===== src/dscg_pkg.sv =====
`default_nettype none
package dscg_pkg;

   // ==========================================================================
   // Register map, byte addresses on the APB.
   localparam logic [11:0] RUN_GATE_OFS   = 12'h104;
   localparam logic [11:0] SLEEP_GATE_OFS = 12'h114;
   localparam logic [11:0] DEEP_GATE_OFS  = 12'h124;
   localparam logic [11:0] CTRL_OFS       = 12'h200;
   localparam logic [11:0] IRQ_STAT_OFS   = 12'h204;
   localparam logic [11:0] IRQ_MASK_OFS   = 12'h208;

   // ==========================================================================
   // Gating register layout, shared by the run, sleep and deep-sleep banks.
   localparam int unsigned BIT_CMP1  = 25;
   localparam int unsigned BIT_CMP0  = 24;
   localparam int unsigned BIT_GPA   = 18;
   localparam int unsigned BIT_GPB   = 17;
   localparam int unsigned BIT_GPC   = 16;
   localparam int unsigned BIT_SSI   = 4;
   localparam int unsigned BIT_UART  = 0;
   localparam logic [31:0] GATE_WMASK = 32'h0307_0011;
   localparam logic [31:0] GATE_RESET = 32'h0000_0000;
   localparam int unsigned NUM_UNITS  = 7;

   // ==========================================================================
   // Control and interrupt fields.
   localparam int unsigned CTRL_ACG_BIT = 0;
   localparam int unsigned IRQ_FAULT    = 0;
   localparam int unsigned IRQ_DEEP     = 1;
   localparam int unsigned IRQ_WAKE     = 2;
   localparam int unsigned IRQ_W        = 3;

   // Power state of the system, one-hot.
   typedef enum logic [2:0] {
      MODE_RUN   = 3'h1,
      MODE_SLEEP = 3'h2,
      MODE_DEEP  = 3'h4
   } dscg_mode_t;

   // Gathers the seven unit bits of a gating word into a unit vector.
   function automatic logic [NUM_UNITS-1:0] gateVec(input logic [31:0] r);
      gateVec = {r[BIT_CMP1], r[BIT_CMP0], r[BIT_GPA], r[BIT_GPB],
                 r[BIT_GPC], r[BIT_SSI], r[BIT_UART]};
   endfunction

   // True for every address that the block decodes.
   function automatic logic addrKnown(input logic [11:0] a);
      addrKnown = (a == RUN_GATE_OFS) || (a == SLEEP_GATE_OFS) ||
                  (a == DEEP_GATE_OFS) || (a == CTRL_OFS) ||
                  (a == IRQ_STAT_OFS) || (a == IRQ_MASK_OFS);
   endfunction

endpackage
`default_nettype wire


===== src/dscg_unit_if.sv =====
`timescale 1ns/1ps
`default_nettype none
// Carries unit enables and peripheral access strobes to the fault guard.
interface dscg_unit_if;
   logic [dscg_pkg::NUM_UNITS-1:0] unitEn;
   logic [dscg_pkg::NUM_UNITS-1:0] unitSel;
   logic                           unitAccess;
   logic                           fault;
   modport ctrl  (output unitEn, output unitSel, output unitAccess, input fault);
   modport guard (input unitEn, input unitSel, input unitAccess, output fault);
endinterface
`default_nettype wire


===== src/dscg_fault_guard.sv =====
`timescale 1ns/1ps
`default_nettype none
module dscg_fault_guard (
   input  wire logic         sys_clk,    // System clock.
   input  wire logic         rstn,       // Asynchronous reset, active low.
   dscg_unit_if.guard        uif         // Enables, access strobes and fault.
);

   typedef struct packed {
      logic fault;
   } dscg_guard_t;

   dscg_guard_t s_r;
   dscg_guard_t s_nxt;

   // ==========================================================================
   // Flags a fault for any access that targets a unit whose clock is off.
   always_comb begin
      s_nxt       = s_r;
      s_nxt.fault = uif.unitAccess && (|(uif.unitSel & ~uif.unitEn));
   end

   // Registers the guard state.
   always_ff @(posedge sys_clk or negedge rstn) begin
      if (!rstn) begin
         s_r <= '0;
      end else begin
         s_r <= s_nxt;
      end
   end

   assign uif.fault = s_r.fault;
endmodule // dscg_fault_guard
`default_nettype wire


===== src/dscg_gate_ctrl.sv =====
//Contract
//- A set gating bit gives its unit a clock, a clear bit leaves it unclocked.
//- An access to a unit whose gating bit is clear ends in a bus fault.
//- All gating bits are zero after reset, so every unit starts unclocked.
//- The deep-sleep gating register is a 32-bit read/write word at 0x124.
//- Bits 25 and 24 gate analog comparators 1 and 0.
//- Bits 18, 17 and 16 gate general-purpose timers 2, 1 and 0.
//- Bit 4 gates synchronous serial 0 and bit 0 gates asynchronous serial 0.
//- Reserved bits are read-only and read as zero; software preserves them.
//- The deep-sleep enables apply only in deep-sleep; run and sleep use their own banks.
//- Sleep-state banks take effect only while automatic clock gating is on.
`timescale 1ns/1ps
`default_nettype none
module dscg_gate_ctrl (
   input  wire logic        sys_clk,      // System clock, 200 MHz.
   input  wire logic        rstn,         // Asynchronous reset, active low.
   input  wire logic        psel,         // APB select.
   input  wire logic        penable,      // APB enable.
   input  wire logic        pwrite,       // APB direction, high for write.
   input  wire logic [11:0] paddr,        // APB byte address.
   input  wire logic [31:0] pwdata,       // APB write data.
   output logic      [31:0] prdata,       // APB read data.
   output logic             pready,       // APB ready.
   output logic             pslverr,      // APB error for unmapped address.
   input  wire logic        sleepReq,     // Core requests sleep, level.
   input  wire logic        deepSleepReq, // Core requests deep-sleep, level.
   input  wire logic [6:0]  unitSel,      // Units addressed by a fabric access.
   input  wire logic        unitAccess,   // Fabric access strobe to a unit.
   output logic      [6:0]  unitClkEn,    // Per-unit clock enable.
   output logic             unitFault,    // Bus fault for a gated access.
   output logic      [2:0]  powerMode,    // Current power state, one-hot.
   output logic             irq           // Level interrupt.
);

   // ==========================================================================
   // Block state, one packed record.
   typedef struct packed {
      logic [31:0]                    deepGate;
      logic [31:0]                    sleepGate;
      logic [31:0]                    runGate;
      logic                           auto_clock_gating;
      logic [dscg_pkg::IRQ_W-1:0]     irqStat;
      logic [dscg_pkg::IRQ_W-1:0]     irqMask;
      dscg_pkg::dscg_mode_t           mode;
      logic [dscg_pkg::NUM_UNITS-1:0] unitEn;
      logic [31:0]                    rdata;
      logic                           ready;
      logic                           slverr;
      logic                           irq;
   } dscg_ctrl_t;

   localparam dscg_ctrl_t ST_RESET = '{
      deepGate:  dscg_pkg::GATE_RESET,
      sleepGate: dscg_pkg::GATE_RESET,
      runGate:   dscg_pkg::GATE_RESET,
      auto_clock_gating:       1'b0,
      irqStat:   '0,
      irqMask:   '0,
      mode:      dscg_pkg::MODE_RUN,
      unitEn:    '0,
      rdata:     32'h0000_0000,
      ready:     1'b0,
      slverr:    1'b0,
      irq:       1'b0
   };

   dscg_ctrl_t s_r;
   dscg_ctrl_t s_nxt;

   logic                           setupPh;
   logic                           wrEn;
   logic [dscg_pkg::NUM_UNITS-1:0] runVec;
   logic [dscg_pkg::NUM_UNITS-1:0] sleepVec;
   logic [dscg_pkg::NUM_UNITS-1:0] deepVec;
   logic [dscg_pkg::IRQ_W-1:0]     irqEv;
   logic [dscg_pkg::IRQ_W-1:0]     irqClr;

   dscg_unit_if uif ();

   // ==========================================================================
   // Fault guard for peripheral accesses.
   assign uif.unitEn     = s_r.unitEn;
   assign uif.unitSel    = unitSel;
   assign uif.unitAccess = unitAccess;

   dscg_fault_guard u_guard (
      .sys_clk (sys_clk),
      .rstn    (rstn),
      .uif     (uif.guard)
   );

   // ==========================================================================
   // Bus phase decode and unit views of the three gating banks.
   assign setupPh  = psel && !penable;
   assign wrEn     = psel && penable && pwrite && s_r.ready;
   assign runVec   = dscg_pkg::gateVec(s_r.runGate);
   assign sleepVec = dscg_pkg::gateVec(s_r.sleepGate);
   assign deepVec  = dscg_pkg::gateVec(s_r.deepGate);

   // Ones written to the status word clear the matching bits.
   always_comb begin
      irqClr = '0;
      if (wrEn && (paddr == dscg_pkg::IRQ_STAT_OFS)) begin
         irqClr = pwdata[dscg_pkg::IRQ_W-1:0];
      end
   end

   // ==========================================================================
   // Next state: registers, power mode, enables, interrupts and bus answer.
   always_comb begin
      s_nxt = s_r;
      irqEv = '0;

      // Register writes land at the access edge; reserved bits stay zero.
      if (wrEn) begin
         case (paddr)
            dscg_pkg::DEEP_GATE_OFS: begin
               s_nxt.deepGate = pwdata & dscg_pkg::GATE_WMASK;
            end
            dscg_pkg::SLEEP_GATE_OFS: begin
               s_nxt.sleepGate = pwdata & dscg_pkg::GATE_WMASK;
            end
            dscg_pkg::RUN_GATE_OFS: begin
               s_nxt.runGate = pwdata & dscg_pkg::GATE_WMASK;
            end
            dscg_pkg::CTRL_OFS: begin
               s_nxt.auto_clock_gating = pwdata[dscg_pkg::CTRL_ACG_BIT];
            end
            dscg_pkg::IRQ_MASK_OFS: begin
               s_nxt.irqMask = pwdata[dscg_pkg::IRQ_W-1:0];
            end
            default: begin
               s_nxt.auto_clock_gating = s_r.auto_clock_gating;
            end
         endcase
      end

      // Sleep states are entered only while automatic gating is on.
      if (!s_r.auto_clock_gating) begin
         s_nxt.mode = dscg_pkg::MODE_RUN;
      end else if (deepSleepReq) begin
         s_nxt.mode = dscg_pkg::MODE_DEEP;
      end else if (sleepReq) begin
         s_nxt.mode = dscg_pkg::MODE_SLEEP;
      end else begin
         s_nxt.mode = dscg_pkg::MODE_RUN;
      end

      // Each state takes its enables from its own bank.
      case (s_r.mode)
         dscg_pkg::MODE_RUN: begin
            s_nxt.unitEn = runVec;
         end
         dscg_pkg::MODE_SLEEP: begin
            s_nxt.unitEn = sleepVec;
         end
         dscg_pkg::MODE_DEEP: begin
            s_nxt.unitEn = deepVec;
         end
         default: begin
            s_nxt.unitEn = runVec;
         end
      endcase

      // Events: gated access, deep-sleep entry, return to run.
      irqEv[dscg_pkg::IRQ_FAULT] = uif.fault;
      irqEv[dscg_pkg::IRQ_DEEP]  = (s_nxt.mode == dscg_pkg::MODE_DEEP) &&
                                   (s_r.mode != dscg_pkg::MODE_DEEP);
      irqEv[dscg_pkg::IRQ_WAKE]  = (s_nxt.mode == dscg_pkg::MODE_RUN) &&
                                   (s_r.mode != dscg_pkg::MODE_RUN);
      // A new event wins over a clear in the same cycle.
      s_nxt.irqStat = (s_r.irqStat & ~irqClr) | irqEv;
      s_nxt.irq     = |(s_r.irqStat & s_r.irqMask);

      // The answer is prepared in the setup phase, ready in the access phase.
      s_nxt.ready  = setupPh;
      s_nxt.slverr = setupPh && !dscg_pkg::addrKnown(paddr);
      s_nxt.rdata  = 32'h0000_0000;
      if (setupPh && !pwrite) begin
         case (paddr)
            dscg_pkg::DEEP_GATE_OFS: begin
               s_nxt.rdata = s_r.deepGate;
            end
            dscg_pkg::SLEEP_GATE_OFS: begin
               s_nxt.rdata = s_r.sleepGate;
            end
            dscg_pkg::RUN_GATE_OFS: begin
               s_nxt.rdata = s_r.runGate;
            end
            dscg_pkg::CTRL_OFS: begin
               s_nxt.rdata = 32'(s_r.auto_clock_gating);
            end
            dscg_pkg::IRQ_STAT_OFS: begin
               s_nxt.rdata = 32'(s_r.irqStat);
            end
            dscg_pkg::IRQ_MASK_OFS: begin
               s_nxt.rdata = 32'(s_r.irqMask);
            end
            default: begin
               s_nxt.rdata = 32'h0000_0000;
            end
         endcase
      end
   end

   // ==========================================================================
   // Registers the state; every bank clears on reset.
   always_ff @(posedge sys_clk or negedge rstn) begin
      if (!rstn) begin
         s_r <= ST_RESET;
      end else begin
         s_r <= s_nxt;
      end
   end

   // Outputs come straight from the state record, except unitFault, which comes from the guard.
   assign prdata    = s_r.rdata;
   assign pready    = s_r.ready;
   assign pslverr   = s_r.slverr;
   assign unitClkEn = s_r.unitEn;
   assign unitFault = uif.fault;
   assign powerMode = s_r.mode;
   assign irq       = s_r.irq;
endmodule // dscg_gate_ctrl
`default_nettype wire


===== config.mk =====
export PLATFORM = sky130hd
export DESIGN_NAME = dscg_gate_ctrl
export DESIGN_NICKNAME = d
export VERILOG_FILES = /design/src/dscg_pkg.sv /design/src/dscg_unit_if.sv /design/src/dscg_fault_guard.sv /design/src/dscg_gate_ctrl.sv
export SDC_FILE = /design/constraint.sdc
export NUM_CORES = 1
export LEC_CHECK = 0
export ABC_AREA = 0
export BUFFER_PORTS_ARGS = -buffer_cell sky130_fd_sc_hd__buf_2
export CORE_ASPECT_RATIO = 1.25
export CORE_MARGIN = 2
export CORE_UTILIZATION = 53
export DETAILED_ROUTE_END_ITERATION = 12
export GPL_TIMING_DRIVEN = 0
export HOLD_SLACK_MARGIN = 0.03
export PLACE_DENSITY = 0.87
export SYNTH_ARGS = -nofsm -noshare
export SYNTH_HDL_FRONTEND = slang
export SYNTH_HIERARCHICAL = 1
export SYNTH_SLANG_ARGS = --single-unit

===== constraint.sdc =====
create_clock -name sys_clk -period 4.22 [get_ports sys_clk]
set_input_delay 0.844 -clock sys_clk [delete_from_list [all_inputs] [get_ports sys_clk]]
set_output_delay 0.844 -clock sys_clk [all_outputs]
set_load 0.02 [all_outputs]

# Word level (Yosys, flattened, before mapping)
# Index checks and enable logic that the tools add are counted.
# W data, S select, Z words.
[op_classes]
n_eq_ne = 12
add_sub_neg = 0
n_reduce_logical = 25
multipliers = 0
n_mux = 7
magnitude_cmp = 0
div_mod_pow = 0
bitwise = 6
shift = 0
[op_table]
columns = ["operator", "count"]
rows = [
  ["$pmux W26 S6", 1],
  ["$eq A12 B10 Y1 const B", 3],
  ["$eq A12 B9 Y1 const B", 3],
  ["$mux W26", 1],
  ["$pmux W7 S2", 1],
  ["$logic_and A1 B1 Y1", 10],
  ["$reduce_and A2 Y1", 5],
  ["$mux W3", 3],
  ["$and A7 B7 Y7", 1],
  ["$not A7 Y7", 1],
  ["$reduce_or A7 Y1", 1],
  ["$and A3 B3 Y3", 2],
  ["$eq A3 B3 Y1 const B", 2],
  ["$logic_or A1 B1 Y1", 5],
  ["$eq A3 B1 Y1 const B", 1],
  ["$eq A3 B2 Y1 const B", 1],
  ["$logic_not A1 Y1", 3],
  ["$ne A3 B1 Y1 const B", 1],
  ["$ne A3 B3 Y1 const B", 1],
  ["$not A3 Y3", 1],
  ["$or A3 B3 Y3", 1],
  ["$reduce_or A3 Y1", 1],
  ["$mux W2", 1],
]
[word_totals]
ff_bits = 74
word_cells = 63
latch_bits = 0
inputBits = 59
mem_count = 0
ramBits = 0
rom_bits = 0
out_inout_bits = 46

# Depth between registers and ports, before layout
[depth]
word_depth = 8
mapped_depth = 5

# Hierarchy
# Netlist, hierarchy kept.
[by_module_without_submodules]
columns = ["module", "instances", "area_each_um2", "cells_per_inst"]
rows = [
  ["dscg_gate_ctrl", 1, 2607.5, 233],
  ["dscg_fault_guard", 1, 90.1, 12],
]

# Worst setup path after synthesis
# OpenSTA, ideal clock, no wires.
[synth_path]
kind = "input-to-reg"
start = "input port paddr[9]"
end = "register s_r (netlist bit deepVec[0])"
n_path_buf = 1
setup_time_ps = 125
arrival_time_ps = 2057
t_required_ps = 4095
path_slack_ps = 2038
path_stages = 5
cell_sequence = "nor4b_1 > and3_4 > and4b_1 > buf_6 > mux2_2"
[synth_between]
elab_chain_len = 2
[synth_lines]
columns = ["element", "line", "rtl"]
rows = [
  ["start: declaration", "dscg_gate_ctrl.sv:20", "input wire logic [11:0] paddr,"],
  ["$eq A12 B9 Y1", "dscg_gate_ctrl.sv:116", "case (paddr)"],
  ["$reduce_and A2 Y1 (no source line)", "-", ""],
  ["end signal: assignment", "dscg_gate_ctrl.sv:212", "s_r <= s_nxt;"],
  ["end: declaration", "dscg_gate_ctrl.sv:67", "dscg_ctrl_t s_r;"],
]
# No other way between the ends.
# A chain may end at the register's enable or synchronous reset.

# Final worst setup path
[layout_path]
start = "input port paddr[9]"
end = "register s_r (netlist bit deepVec[3])"
# Same word-level chain as after synthesis.

==> flow_metrics.env <==
export IMPL_status="finished clean"
export IMPL_drc_errors=0
export IMPL_dp_hpwl_um=4140
export IMPL_die_area_um2=5680
export IMPL_cp_startpoint="paddr[9]"
export IMPL_yosys_warnings=6
export IMPL_multi_input_area_um2=1100
export IMPL_pin_count=105
export IMPL_peakVddDrop_mv=0.251
export IMPL_diodes=0
export IMPL_crit_path_end_kind="flop"
export IMPL_avgSynthCellArea_um2=11.0
export IMPL_wl_per_cell_um=14.2
export IMPL_syn_area_um2=2700
export IMPL_post_place_cells=387
export IMPL_r2r_slack_ns=2.63
export IMPL_holdCritPathClass="reg2reg"
export IMPL_core_um2=5010
export IMPL_grt_max_degree=52
export IMPL_cp_endpoint="deepVec[3]$_DFFE_PN0P_"
export IMPL_pre_cts_slack_ns=1.73
export IMPL_finalClockSkew_ns=0.00321
export IMPL_syn_inst=245
export IMPL_holdBufCountCts=0
export IMPL_crit_arrival_ns=2.37
export IMPL_r2r_end="s_r[108]$_DFFE_PN0P_"
export IMPL_grt_ovfl_total=0
export IMPL_tns_ns=0
export IMPL_fmax_ghz=0.460
export IMPL_r2r_cells=5
export IMPL_via_per_inst=5.22
export IMPL_dpl_instance_area_um2=3150
export IMPL_setup_ws_ns=2.05
export IMPL_clk_pin_slew_ns=0.09
export IMPL_cts_buffer_depth=2
export IMPL_maxSlewViolCount=0
export IMPL_hold_slack_ns=0.496
export IMPL_grt_pass1_wl_um=8980
export IMPL_ys_seq_elements=51
export IMPL_routed_via_count=2063
export IMPL_drtIter0Drc=118
export IMPL_worst_setup_path_start_kind="input pin"
export IMPL_initial_core_util=0.539
export IMPL_yosysMostFrequentCell="dfrtp_1"
export IMPL_portBuffers=58
export IMPL_yosysSeqAreaShare=0.474
export IMPL_fin_cells=395
export IMPL_powerDensity_nw_per_um2=285
export IMPL_design_area_um2=3270
export IMPL_cts_htree_levels=2
export IMPL_fillers=404
export IMPL_synth_flop_cell="dfrtp_1"
export IMPL_required_ns=4.41
export IMPL_cts_sinks=51
export IMPL_timing_final_crit_share=0.515
export IMPL_cts_tree="yes"
export IMPL_synth_edf_count=0
export IMPL_synth_cell_types=41
export IMPL_die_x_um=67.8
export IMPL_period_needed_ns=2.17
export IMPL_antenna_found_initial=0
export IMPL_worst_pin_slew_ns=1.09
export IMPL_yosysTopAreaCell="dfrtp_1"
export IMPL_seq_area_um2=1280
export IMPL_syn_to_final_growth_pct=21.1
export IMPL_layout_nets=391
export IMPL_drt_first_pass_iters=5
export IMPL_synthTopCellsByArea="dfrtp_1 46%, buf_4 12%, mux2_2 10%"
export IMPL_hold_viol=0
export IMPL_grt_pass1_vias=1939
export IMPL_crit_type="in2reg"
export IMPL_detail_route_antenna_nets=0
export IMPL_insertion_delay_ns=0.30
export IMPL_synth_top_area_frac=0.464
export IMPL_place_gp_congestion=0.837
export IMPL_drive_above_1_share=0.444
export IMPL_cts_setup_buffers=0
export IMPL_synth_commonest_cells="50 x dfrtp_1, 44 x buf_4, 25 x mux2_2"
export IMPL_numCtsBuffers=5
export IMPL_setup_viol=0
export IMPL_cts_root_buf="clkbuf_8"
export IMPL_rsz0062_at_grt="false"
export IMPL_cts_resized=0
export IMPL_p_leak_nw=1.76
export IMPL_timing_rr_start="pready$_DFF_PN0_"
export IMPL_wl_um=5630
export IMPL_drv_cap=0
export IMPL_crit_fanout=7
export IMPL_slew_headroom=0.275
export IMPL_die_h_um=83.8
export IMPL_fp_row_count=29
export IMPL_async_flop_share=1.00
export IMPL_grt_use_total=0.208
[cell families (layout without fill, tap and decap cells)]
group / after synthesis / after routing / synth area share
DFF: 51 / 51 / 0.474
muxes: 33 / 33 / 0.134
other: 1 / 23 / 0.00139
AOI/OAI and AO/OA: 50 / 50 / 0.126
and+or+nand+nor: 51 / 51 / 0.115
buffers and inverters: 59 / 125 / 0.150
[cell type report]
type / count / share of cell area
sequential: 51 / 0.391
multi-input combinational: 157 / 0.336
buffer: 50 / 0.113
timing repair buffer: 58 / 0.0889
clock buffer: 6 / 0.0253
tap: 62 / 0.0238
clock inverter: 2 / 0.0107
inverter: 9 / 0.0103
[per-layer routing]
metal / vias up / GRT usage / routed length, µm
li1: 979 / - / -
met1: 959 / 0.261 / 2140
met2: 110 / 0.357 / 2870
met3: 15 / 0.0297 / 486
met4: 0 / 0.0764 / 128
met5: - / 0 / 0
[power breakdown]
group	switching (W)	internal [W]	total (W)	leakage (nW)
combinational	0.0000545	0.0000359	0.0000905	0.999
clock	0.000157	0.000192	0.000349	0.0612
sequential	0.000000969	0.000490	0.000491	0.700
[worst max-delay path, cell delays in order]
cell and delay (ns):
buf_2 0.11, nor4b_1 0.42, and3_4 0.30, and4b_1 0.21, buf_6 0.15, mux2_2 0.34
[cell usage in the layout (no fill, tap or decap), types with 2 or more instances in the layout]
master,Yosys,layout
buf_2,1,59
dfrtp_1,50,50
buf_4,44,44
mux2_2,25,25
conb_1,1,23
o22ai_1,16,16
nor2_1,16,16
a21oi_1,15,15
mux2i_1,8,8
o22a_1,7,7
inv_1,7,7
nand2_1,6,6
clkbuf_8,0,6
nand2b_1,5,5
nand3_1,5,5
nor2b_1,4,4
clkbuf_1,2,2
clkinv_1,2,2
nor4b_1,2,2
buf_6,2,2
and4_2,2,2
a22oi_1,2,2
o2bb2ai_1,2,2
and2_1,2,2
a22o_1,2,2
[worst min-delay path by stage]
stage | startpoint | endpoint | slack (ns) | depth (start not counted)
after global placement | u_guard/uif.fault$_DFF_PN0_ | s_r[48]$_DFF_PN0_ | 0.48 | 1
final | u_guard/uif.fault$_DFF_PN0_ | s_r[48]$_DFF_PN0_ | 0.50 | 1
after CTS | u_guard/uif.fault$_DFF_PN0_ | s_r[48]$_DFF_PN0_ | 0.50 | 1
after global routing | u_guard/uif.fault$_DFF_PN0_ | s_r[48]$_DFF_PN0_ | 0.52 | 1
after floorplan | s_r[48]$_DFF_PN0_ | s_r[48]$_DFF_PN0_ | 0.47 | 1
after detailed placement | u_guard/uif.fault$_DFF_PN0_ | s_r[48]$_DFF_PN0_ | 0.48 | 1
[sequential cells by signal, summed over array words and instances (netlist names)]
| signal | flops |
|---|---|
| irq | 1 |
| u_guard/uif.fault | 1 |
| unitClkEn | 7 |
| powerMode | 3 |
| runVec | 7 |
| prdata | 9 |
| pready | 1 |
| s_r | 14 |
| pslverr | 1 |
| deepVec | 7 |
[metrics by stage]
step                utilization  power, W
global placement          0.629  0.000588
global route              0.652  0.000965
floorplan                     -  0.000553
finish                    0.652  0.000930
detailed placement        0.629  0.000591
CTS                       0.652  0.000934
(Power assumes the default switching activity.)
